===== config.mk =====
export PLATFORM = sky130hd
export DESIGN_NAME = ifm_feature_checks
export DESIGN_NICKNAME = d
export VERILOG_FILES = /design/src/verilog/ifm_pkg.sv /design/src/verilog/ifm_feature_checks.sv
export VERILOG_INCLUDE_DIRS = /design/src /design/src/verilog
export SDC_FILE = /design/constraint.sdc
export NUM_CORES = 1
export LEC_CHECK = 0
export ABC_AREA = 1
export ABC_CLOCK_PERIOD_IN_PS = 12600
export CORE_MARGIN = 2
export CORE_UTILIZATION = 35
export CTS_CLUSTER_DIAMETER = 100
export DETAILED_ROUTE_END_ITERATION = 10
export DONT_BUFFER_PORTS = 1
export GPL_ROUTABILITY_DRIVEN = 0
export MAX_ROUTING_LAYER = met4
export PLACE_DENSITY_LB_ADDON = 0.05
export SLEW_MARGIN = 20
export SYNTH_ARGS = -nofsm -noshare
export SYNTH_HDL_FRONTEND = slang
export SYNTH_SLANG_ARGS = --single-unit

===== constraint.sdc =====
create_clock -name core_clk -period 12.6 [get_ports core_clk]
set_input_delay 2.52 -clock core_clk [delete_from_list [all_inputs] [get_ports core_clk]]
set_output_delay 2.52 -clock core_clk [all_outputs]
set_load 0.05 [all_outputs]

===== src/verilog/ifm_defines.svh =====
`ifndef IFM_DEFINES_SVH
`define IFM_DEFINES_SVH

// ****************************************
// Mode and revision codes
// ****************************************
`define IFM_PRIV_KERNEL  2'h0
`define IFM_UNIT_ZERO    2'h0
`define IFM_REV_ONE      3'h1
`define IFM_REV_TWO      3'h2
`define IFM_REV_WRAP_ALL 3'h6
`define IFM_ARCH_TYPE_A  2'h1
`define IFM_ARCH_TYPE_B  2'h2

// ****************************************
// Widths and reset values
// ****************************************
`define IFM_GPR_WIDTH    32
`define IFM_NBITS_WIDTH  6
`define IFM_RST_BIT      1'b0
`define IFM_RST_WORD     32'h0000_0000

`endif


===== src/verilog/ifm_pkg.sv =====
package ifm_pkg;

    typedef struct packed {
        logic [1:0] privilegeModeField;
        logic       debugModeFlag;
        logic       exceptionLevelFlag;
        logic       errorLevelFlag;
        logic [3:0] coprocUsableBits;
    } ifm_status_t;

    typedef struct packed {
        logic       coprocTwoPresentBit;
        logic       debugPortPresentBit;
        logic       floatUnitPresentBit;
        logic [1:0] archTypeField;
        logic [2:0] archRevision;
    } ifm_config_t;

    typedef struct packed {
        logic singleBit;
        logic doubleBit;
        logic wordBit;
        logic longBit;
        logic pairedSingleBit;
    } ifm_fimpl_t;

    typedef enum logic [2:0] {
        FMT_ANY    = 3'h0,
        FMT_SINGLE = 3'h1,
        FMT_DOUBLE = 3'h2,
        FMT_WORD   = 3'h3,
        FMT_LONG   = 3'h4,
        FMT_PAIRED = 3'h5
    } ifm_fmt_t;

    typedef enum logic [1:0] {
        ACC_FETCH  = 2'h0,
        ACC_DATA   = 2'h1,
        ACC_BRANCH = 2'h3,
        ACC_PCREL  = 2'h2
    } ifm_acc_t;

    typedef struct packed {
        logic        valid;
        logic        excReq;
        logic [4:0]  excType;
        logic [31:0] excArg;
        logic        debugBreak;
        logic        nullify;
        logic        branchLikely;
    } ifm_instr_t;

    typedef struct packed {
        logic        commit;
        logic        abort;
        logic        excTaken;
        logic [4:0]  excType;
        logic [31:0] excArg;
        logic        enterDebug;
        logic        debugModeExc;
        logic        killDelaySlot;
    } ifm_outcome_t;

endpackage : ifm_pkg


===== src/verilog/ifm_feature_checks.sv =====
`timescale 1ns/100ps
`include "ifm_defines.svh"

module ifm_feature_checks
#(
    parameter int GPRW = `IFM_GPR_WIDTH
)
(
    input  wire logic                         core_clk,
    input  wire logic                         reset_n,
    input  wire ifm_pkg::ifm_status_t         statusIn,
    input  wire ifm_pkg::ifm_config_t         configIn,
    input  wire ifm_pkg::ifm_fimpl_t          fimplIn,
    input  wire logic [1:0]                   cpUnit,
    input  wire ifm_pkg::ifm_fmt_t            fmtSel,
    input  wire logic [GPRW-1:0]              extVal,
    input  wire logic [`IFM_NBITS_WIDTH-1:0]  extBits,
    input  wire logic [31:0]                  eaIn,
    input  wire ifm_pkg::ifm_acc_t            eaKind,
    input  wire logic [31:0]                  polyX,
    input  wire logic [31:0]                  polyY,
    input  wire ifm_pkg::ifm_instr_t          instrIn,
    output logic                              cpEnabled_r,
    output logic                              cp2Present_r,
    output logic                              dbgPortPresent_r,
    output logic                              floatPresent_r,
    output logic [GPRW-1:0]                   sextOut_r,
    output logic [31:0]                       eaOut_r,
    output logic                              wrapApplied_r,
    output logic [31:0]                       polyOut_r,
    output ifm_pkg::ifm_outcome_t             outcome_r
);
    import ifm_pkg::*;

    // ****************************************
    // Reset release
    // ****************************************
    logic rstMeta_r;
    logic rstSync_n;

    always_ff @(posedge core_clk or negedge reset_n) begin
        if (!reset_n) begin
            rstMeta_r <= `IFM_RST_BIT;
            rstSync_n <= `IFM_RST_BIT;
        end else begin
            rstMeta_r <= 1'b1;
            rstSync_n <= rstMeta_r;
        end
    end

    // ****************************************
    // Decoding functions
    // ****************************************
    function automatic logic archTypeWide(input ifm_config_t c);
        archTypeWide = (c.archTypeField == `IFM_ARCH_TYPE_A) ||
                       (c.archTypeField == `IFM_ARCH_TYPE_B);
    endfunction : archTypeWide

    function automatic logic floatQuery(input ifm_config_t c,
                                        input ifm_fimpl_t f,
                                        input ifm_fmt_t fmt);
        logic revOne;
        logic revTwo;
        revOne = (c.archRevision == `IFM_REV_ONE);
        revTwo = (c.archRevision >= `IFM_REV_TWO);
        if (!c.floatUnitPresentBit) begin
            floatQuery = 1'b0;
        end else begin
            case (fmt)
                FMT_ANY:    floatQuery = 1'b1;
                FMT_SINGLE: floatQuery = f.singleBit;
                FMT_DOUBLE: floatQuery = f.doubleBit;
                FMT_WORD: begin
                    floatQuery = (revOne && f.singleBit) ||
                                 (revTwo && f.wordBit);
                end
                FMT_LONG: begin
                    floatQuery = (revOne && archTypeWide(c)) ||
                                 (revTwo && f.longBit);
                end
                FMT_PAIRED: begin
                    floatQuery = f.pairedSingleBit &&
                                 ((revOne && archTypeWide(c)) ||
                                  revTwo);
                end
                default:    floatQuery = 1'b0;
            endcase
        end
    endfunction : floatQuery

    function automatic logic unitUsable(input ifm_status_t s,
                                        input logic [1:0] unit);
        case (unit)
            `IFM_UNIT_ZERO: begin
                unitUsable = (s.privilegeModeField == `IFM_PRIV_KERNEL) ||
                             s.debugModeFlag || s.exceptionLevelFlag ||
                             s.errorLevelFlag;
            end
            default: unitUsable = s.coprocUsableBits[unit];
        endcase
    endfunction : unitUsable

    function automatic logic [GPRW-1:0] signExtend(
        input logic [GPRW-1:0]             val,
        input logic [`IFM_NBITS_WIDTH-1:0] nbits);
        logic [GPRW-1:0] res;
        logic            top;
        res = '0;
        top = 1'b0;
        if (nbits != '0 && int'(nbits) <= GPRW) begin
            top = val[int'(nbits) - 1];
        end
        for (int i = 0; i < GPRW; i++) begin
            res[i] = (i < int'(nbits)) ? val[i] : top;
        end
        signExtend = res;
    endfunction : signExtend

    function automatic logic [31:0] polyMultiply(input logic [31:0] x,
                                                 input logic [31:0] y);
        logic [31:0] acc;
        acc = '0;
        for (int i = 0; i < 32; i++) begin
            if (x[i]) begin
                acc = acc ^ (y << i);
            end
        end
        polyMultiply = acc;
    endfunction : polyMultiply

    // ****************************************
    // Presence and usability
    // ****************************************
    always_ff @(posedge core_clk or negedge rstSync_n) begin
        if (!rstSync_n) begin
            cpEnabled_r <= `IFM_RST_BIT;
        end else begin
            cpEnabled_r <= unitUsable(statusIn, cpUnit);
        end
    end

    always_ff @(posedge core_clk or negedge rstSync_n) begin
        if (!rstSync_n) begin
            cp2Present_r     <= `IFM_RST_BIT;
            dbgPortPresent_r <= `IFM_RST_BIT;
        end else begin
            cp2Present_r     <= configIn.coprocTwoPresentBit;
            dbgPortPresent_r <= configIn.debugPortPresentBit;
        end
    end

    always_ff @(posedge core_clk or negedge rstSync_n) begin
        if (!rstSync_n) begin
            floatPresent_r <= `IFM_RST_BIT;
        end else begin
            floatPresent_r <= floatQuery(configIn, fimplIn, fmtSel);
        end
    end

    // ****************************************
    // Data path helpers
    // ****************************************
    always_ff @(posedge core_clk or negedge rstSync_n) begin
        if (!rstSync_n) begin
            sextOut_r <= '0;
        end else begin
            sextOut_r <= signExtend(extVal, extBits);
        end
    end

    always_ff @(posedge core_clk or negedge rstSync_n) begin
        if (!rstSync_n) begin
            eaOut_r       <= `IFM_RST_WORD;
            wrapApplied_r <= `IFM_RST_BIT;
        end else begin
            eaOut_r <= eaIn;
            case (eaKind)
                ACC_FETCH, ACC_DATA: wrapApplied_r <= 1'b1;
                ACC_BRANCH, ACC_PCREL: begin
                    wrapApplied_r <= (configIn.archRevision >=
                                      `IFM_REV_WRAP_ALL);
                end
                default: wrapApplied_r <= 1'b0;
            endcase
        end
    end

    always_ff @(posedge core_clk or negedge rstSync_n) begin
        if (!rstSync_n) begin
            polyOut_r <= `IFM_RST_WORD;
        end else begin
            polyOut_r <= polyMultiply(polyX, polyY);
        end
    end

    // ****************************************
    // Abort, debug entry and nullify
    // ****************************************
    always_ff @(posedge core_clk or negedge rstSync_n) begin
        if (!rstSync_n) begin
            outcome_r <= '0;
        end else begin
            outcome_r <= '0;
            if (instrIn.valid) begin
                if (instrIn.nullify) begin
                    outcome_r.abort         <= 1'b1;
                    outcome_r.killDelaySlot <= instrIn.branchLikely;
                end else if (instrIn.debugBreak) begin
                    outcome_r.abort <= 1'b1;
                    if (statusIn.debugModeFlag) begin
                        outcome_r.debugModeExc <= 1'b1;
                    end else begin
                        outcome_r.enterDebug <= 1'b1;
                    end
                end else if (instrIn.excReq) begin
                    outcome_r.abort    <= 1'b1;
                    outcome_r.excTaken <= 1'b1;
                    outcome_r.excType  <= instrIn.excType;
                    outcome_r.excArg   <= instrIn.excArg;
                end else begin
                    outcome_r.commit <= 1'b1;
                end
            end
        end
    end

    // ****************************************
    // Checks
    // ****************************************
    chk_unit_zero_kernel: assert property (
        @(posedge core_clk) disable iff (!rstSync_n)
        (cpUnit == 2'h0 && statusIn.privilegeModeField != 2'h0 &&
         !statusIn.debugModeFlag && !statusIn.exceptionLevelFlag &&
         !statusIn.errorLevelFlag) |=> !cpEnabled_r)
        else $error("unit zero enabled outside privileged state");

    chk_unit_usable_bit: assert property (
        @(posedge core_clk) disable iff (!rstSync_n)
        (cpUnit != 2'h0) |=>
            cpEnabled_r == $past(statusIn.coprocUsableBits[cpUnit]))
        else $error("unit usability differs from its usable bit");

    chk_float_absent: assert property (
        @(posedge core_clk) disable iff (!rstSync_n)
        !configIn.floatUnitPresentBit |=> !floatPresent_r)
        else $error("float format reported without float unit");

    chk_word_rev_one: assert property (
        @(posedge core_clk) disable iff (!rstSync_n)
        (configIn.floatUnitPresentBit && fmtSel == FMT_WORD &&
         configIn.archRevision == 3'h1) |=>
            floatPresent_r == $past(fimplIn.singleBit))
        else $error("word format at revision one ignores single bit");

    chk_paired_needs_bit: assert property (
        @(posedge core_clk) disable iff (!rstSync_n)
        (fmtSel == FMT_PAIRED && !fimplIn.pairedSingleBit) |=>
            !floatPresent_r)
        else $error("paired format reported without its bit");

    chk_sext_top_bit: assert property (
        @(posedge core_clk) disable iff (!rstSync_n)
        (extBits == 6'h10) |=>
            sextOut_r[GPRW-1] == $past(extVal[15]) &&
            sextOut_r[15:0] == $past(extVal[15:0]))
        else $error("sign extension of sixteen bits wrong");

    chk_wrap_release: assert property (
        @(posedge core_clk) disable iff (!rstSync_n)
        (eaKind == ACC_BRANCH && configIn.archRevision < 3'h6) |=>
            !wrapApplied_r ##1 1'b1)
        else $error("branch wrapping applied before release six");

    chk_nullify_silent: assert property (
        @(posedge core_clk) disable iff (!rstSync_n)
        (instrIn.valid && instrIn.nullify) |=>
            outcome_r.abort && !outcome_r.excTaken &&
            !outcome_r.enterDebug && !outcome_r.debugModeExc &&
            !outcome_r.commit)
        else $error("nullified instruction raised or committed");

    chk_debug_path: assert property (
        @(posedge core_clk) disable iff (!rstSync_n)
        (instrIn.valid && !instrIn.nullify && instrIn.debugBreak) |=>
            outcome_r.debugModeExc == $past(statusIn.debugModeFlag) &&
            outcome_r.enterDebug != outcome_r.debugModeExc)
        else $error("debug exception took the wrong path");

    chk_exc_abort: assert property (
        @(posedge core_clk) disable iff (!rstSync_n)
        outcome_r.excTaken |-> outcome_r.abort && !outcome_r.commit &&
            outcome_r.excArg == $past(instrIn.excArg))
        else $error("exception did not abort with its argument");

    chk_poly_one: assert property (
        @(posedge core_clk) disable iff (!rstSync_n)
        (polyX == 32'h0000_0001) |=> polyOut_r == $past(polyY))
        else $error("multiply by one does not return operand");

    chk_cp2_follows: assert property (
        @(posedge core_clk) disable iff (!rstSync_n)
        rstSync_n |=> cp2Present_r == $past(configIn.coprocTwoPresentBit))
        else $error("coprocessor two presence differs from its bit");

    chk_ea_unchanged: assert property (
        @(posedge core_clk) disable iff (!rstSync_n)
        rstSync_n |=> eaOut_r == $past(eaIn))
        else $error("effective address altered by wrapping");

    chk_fetch_wrapped: assert property (
        @(posedge core_clk) disable iff (!rstSync_n)
        (rstSync_n && (eaKind == ACC_FETCH || eaKind == ACC_DATA)) |=>
            wrapApplied_r)
        else $error("fetch or data access not wrapped");

    chk_nullify_kill: assert property (
        @(posedge core_clk) disable iff (!rstSync_n)
        (instrIn.valid && instrIn.nullify) |=>
            outcome_r.killDelaySlot == $past(instrIn.branchLikely))
        else $error("delay slot kill differs from branch likely");

    chk_debug_enter: assert property (
        @(posedge core_clk) disable iff (!rstSync_n)
        (instrIn.valid && !instrIn.nullify && instrIn.debugBreak &&
         !statusIn.debugModeFlag) |=>
            outcome_r.abort && outcome_r.enterDebug)
        else $error("breakpoint outside debug mode did not enter it");

    chk_generic_query: assert property (
        @(posedge core_clk) disable iff (!rstSync_n)
        (configIn.floatUnitPresentBit && fmtSel == FMT_ANY) |=>
            floatPresent_r)
        else $error("generic float query false with float unit");

endmodule : ifm_feature_checks


### Yosys cells after proc, flatten, opt, wreduce, memory -nomap -nowiden

Cells that the tools add are included.

* input bits: 207
* memories kept: 0
* latch bits: 0
* register bits after elaboration: 146
* RAM bits: 0
* memory bits (read-only): 0
* logic and storage cells: 205
* output and inout port bits: 144

* shifts and indexed selects: 0
* bitwise operators: 31
* multiplexer cells: 87
* $mul: 0
* div/mod/pow operators: 0
* equal/unequal tests: 11
* add/sub/neg operators: 1
* reductions and logical operators: 20
* magnitude comparators: 37

Operators by type and width (number)
* 32-bit two-way mux: 32
* 32-bit XOR: 31
* 5-bit by 6-bit < comparator with 1-bit output (first input constant): 16
* 4-bit by 6-bit < comparator with 1-bit output (first input constant): 8
* 1-bit two-way mux: 46
* 43-bit two-way mux: 1
* 40-bit two-way mux: 1
* 39-bit two-way mux: 1
* 38-bit two-way mux: 1
* 3-bit by 6-bit < comparator with 1-bit output (first input constant): 4
* 1-bit by 6-bit < comparator with 1-bit output (first input constant): 2
* 2-bit by 6-bit < comparator with 1-bit output (first input constant): 2
* 1-bit logical OR: 7
* 7-bit < comparator (second input constant): 1
* 6-bit by 1-bit subtractor with 7-bit output (second input constant): 1
* 2-bit == test (second input constant): 3
* 3-bit by 1-bit == test with 1-bit output (second input constant): 2
* 3-bit by 2-bit == test with 1-bit output (second input constant): 2
* 3-bit == test (second input constant): 2
* 6-bit less-or-equal comparator (second input constant): 1
* 1-bit logical AND: 6
* 2-bit logical NOT: 3
* 1-bit one-hot mux with 6 select lines: 1
* 6-bit nonzero test: 1
* other kinds (10): 12

### Depth between registers and ports, before layout

* depth in word-level cells: 63
* mapped depth: 18
* mapped depth without buffers: 17

### Worst setup path before layout

OpenSTA, ideal clock, no wires.

* path kind: input to register
* from: input port extBits[0]
* to: register sextOut_r[5]
* cell stages on the path: 15
* required time: 12.517 ns
* setup slack: 8.300 ns
* data arrival time: 4.217 ns
* cells stage by stage: buf_6 inv_4 buf_4 ha_1 buf_2 inv_1 a21oi_1 a22oi_1 nand2_1 nand3_1 nand3b_1 nand2_1 nand2_1 buf_2 o21ai_0

* word-level cells in the longest chain between the ends: 6
* elaborated cells between the ends (all ways): 10
* those cells by class: add/sub: 1; order compare: 2; mux: 5; reduce/logical: 2

Ends and longest elaborated chain
* start, declared: line ifm_feature_checks.sv:17 `` input wire logic [`IFM_NBITS_WIDTH-1:0] extBits, ``
* 6-bit by 1-bit subtractor with 7-bit output: line ifm_feature_checks.sv:111 `top = val[int'(nbits) - 1];`
* 1-bit binary-select mux with 5-bit select: line ifm_feature_checks.sv:111
* 1-bit two-way mux (implied by the code) (2 in a row): line ifm_feature_checks.sv:111
* 1-bit two-way mux: line ifm_feature_checks.sv:110 `if (nbits != '0 && int'(nbits) <= GPRW) begin`
* 1-bit two-way mux *: line ifm_feature_checks.sv:114 `res[i] = (i < int'(nbits)) ? val[i] : top;`
* end signal, assigned: line ifm_feature_checks.sv:167 `sextOut_r <= signExtend(extVal, extBits);`
* end, declared: line ifm_feature_checks.sv:27 `output logic [GPRW-1:0] sextOut_r,`

Mark *: on every way between the ends. The rest lies on a longest branch, timed or not. The select of a mux whose other input is x is not followed.

### Worst setup path in the final report

Same ends and word-level chain as after synthesis.

==> metrics.yaml <==
outcome:
  run_status: "completed"
timing:
  hold_violations: 0
  min_period_ps: 4755
  setup_viol: 0
  relSlewSlack: 0.3176
  rsz0062_at_grt: "false"
  finalCritPeriodShare: 0.3774
  tns_ps: 0
  slew_viol_final: 0
  finalClockSkew_ps: 13.39
  fin_ws_ps: 7845
  fmax_ghz: 0.2103
  max_slew.worst_pin.slew_ps: 1021
pwr:
  power.total_mw: 1.802
  p_sw_frac: 0.4366
  p_leak_nw: 6.892
  comb_power_share: 0.283
  intPower_mw: 1.015
  p_clk_frac: 0.272
  max-vdd-ir-drop_uv: 86.30
  seqPwrFrac: 0.444
  p_switching_mw: 0.7867
  power.density_nw_per_um2: 129.3
synth:
  async_flop_share: 1.000
  yosysWarnings: 0
  yosysMostFrequentCell: "nand2_1"
  synth-seq-area-share: 0.2711
  syn_inst: 1999
  postSynthAreaPerCell_um2: 6.742
  yosys.area.top_type: "dfrtp_1"
  ys_top_cells_by_count: "nand2_1 (882), xnor2_1 (259), inv_1 (160)"
  synthesis.area_um2: 13480
  synth_top_area_frac: 0.2711
  synth_edf_count: 0
  ys_types: 35
  synth-seq-cells: 146
  syn_nets: 2209
  synthTopCellsByArea: "dfrtp_1 (27%), nand2_1 (25%), xnor2_1 (17%), xor2_1 (9.9%), inv_1 (4.5%)"
  synth_top_flop_cell: "dfrtp_1"
hold_path:
  hp-class: "flop to async pin"
route:
  dr.pass1.iters: 5
  ant_nets: 0
  dr.first_iter.drc_count: 762
  via_count: 11860
  routedWlPerCell_um: 19.88
  wl_um: 48290
  via_per_inst: 4.884
  drt_drc_violations_left: 0
cts:
  clock_path_buffers: 2
  cts_hold_buf: 0
  cts_setup_buffers: 0
  cts_sinks: 146
  cts_tree: "yes"
  insertion_delay_ps: 440
  numCtsBuffers: 17
  path_clk_slew_ps: 70
  htree_levels: 4
  root_buffer: "clkbuf_16"
  cts.repair.resized: 0
critical_path:
  crit_start: "extBits[0]"
  cp-start-kind: "primary input"
  r2r-start: "rstSync_n$_DFF_PN0_"
  worst-endpoint-required_ps: 12910
  cp_data_arrival_time_ps: 5070
  worst_setup_path_end_kind: "flop"
  worstPathMaxFanout: 31
  criticalPathCategory: "primary input to flop"
placed_design:
  dpl_cell_area_um2: 13380
  dp_hpwl_um: 32460
  port_buffers: 0
  place_ws_ps: 7442
floorplan:
  die_h_um: 200.2
  start_util: 0.3570
  die_w_um: 200.2
  die-area_um2: 40090
  io-pin-count: 351
  rows: 71
  fp.coreArea_um2: 37760
final_layout:
  multi_input_area_um2: 8451
  drive_gt1_frac: 0.02608
  area_growth_pct: 3.407
  ff_latch_area_um2: 3657
  final_area_um2: 13940
  fin_nets: 2114
  final_core_util: 0.3691
  fillers: 4044
run:
  maxCapViolCount: 0
grt:
  antenna_found_initial: 1
  grt_max_degree: 71
  grt.overflow.total: 0
  grt_usage: 0.2470
  grt_pass1_vias: 11430
  grt_first_pass_wirelength_um: 73300
[power by group through the flow]
stage	Clock [mW]	Combinational, mW	Sequential (mW)
floorplan	0	0.479	0.790
global placement	0	0.507	0.815
detailed placement	0	0.517	0.813
CTS	0.505	0.519	0.804
global route	0.525	0.587	0.804
finish	0.491	0.511	0.800
[sequential cells by signal, summed over array words and instances, names as in the netlist]
| name | cells |
|---|---|
| dbgPortPresent_r | 1 |
| outcome_r | 43 |
| floatPresent_r | 1 |
| polyOut_r | 32 |
| cpEnabled_r | 1 |
| wrapApplied_r | 1 |
| rstSync_n | 1 |
| rstMeta_r | 1 |
| sextOut_r | 32 |
| eaOut_r | 32 |
| cp2Present_r | 1 |
[path summary, 6_finish.rpt]
| kind | endpoint | slack (ps) | depth (start not counted) |
|---|---|---|---|
| max in group asynchronous | rstSync_n$_DFF_PN0_ | 10740 | 0 |
| worst max register to register | polyOut_r[4]$_DFF_PN0_ | 11030 | 1 |
| worst max-delay path | sextOut_r[5]$_DFF_PN0_ | 7840 | 11 |
| worst min register to register | polyOut_r[26]$_DFF_PN0_ | 260 | 0 |
| worst min-delay path | polyOut_r[26]$_DFF_PN0_ | 260 | 0 |
| min in group core_clk | rstSync_n$_DFF_PN0_ | 360 | 0 |
[cell families (layout without fill, tap and decap cells)]
| logic type | Yosys count | count (layout) | synth area share |
|---|---|---|---|
| AO/OA/AOI/OAI | 86 | 86 | 0.03398 |
| XOR/XNOR | 419 | 419 | 0.2777 |
| adder cells (fa/ha/maj) | 3 | 3 | 0.002785 |
| buffers and inverters | 279 | 197 | 0.1019 |
| flip-flops | 146 | 146 | 0.2711 |
| other | 1 | 2 | 0.0002782 |
| AND/OR/NAND/NOR | 1065 | 1065 | 0.3123 |
[worst max-delay path, stage by stage]
cell	delay [ps]
inv_4	150
ha_1	390
inv_1	320
a21oi_1	70
a22oi_1	250
nand2_1	100
nand3_1	70
nand3b_1	70
nand2_1	70
nand2_1	570
o21ai_0	440
[stage by stage]
stage | cells | hold slack (ps)
2_1_floorplan | 1999 | 331.2
3_3_place_gp | 2396 | 266.1
3_5_place_dp | 2396 | 267.6
4_1_cts | 2428 | 273.4
5_1_grt | 2429 | 289.7
6_report | 2429 | 259.6
[routing by layer]
metal	track usage	vias to the layer above	wire [µm]
li1	-	5776	-
met3	0.04849	59	3129
met4	0.06930	0	1050
met5	-	-	0
met1	0.2850	5605	19750
met2	0.4343	424	24360
[final cells by class]
class	instances	share of cell area
antenna	1	0.0001795
multi-input combinational	1574	0.6063
tap	511	0.04587
timing repair buffer	2	0.001077
inverter	163	0.04408
clock buffer	18	0.03151
sequential	146	0.2624
clock inverter	14	0.008529
[cell usage in the layout (no fill, tap or decap), drive strengths merged, types with 4 or more instances in the layout]
cell / n
nand3b: 16
o21ai: 49
nand4: 10
or2: 5
nand3: 70
a22oi: 8
clkinvlp: 4
clkbuf: 18
nor2: 72
nand2: 886
inv: 171
xnor2: 265
a21oi: 26
xor2: 152
dfrtp: 146
(Power assumes the default switching activity.)
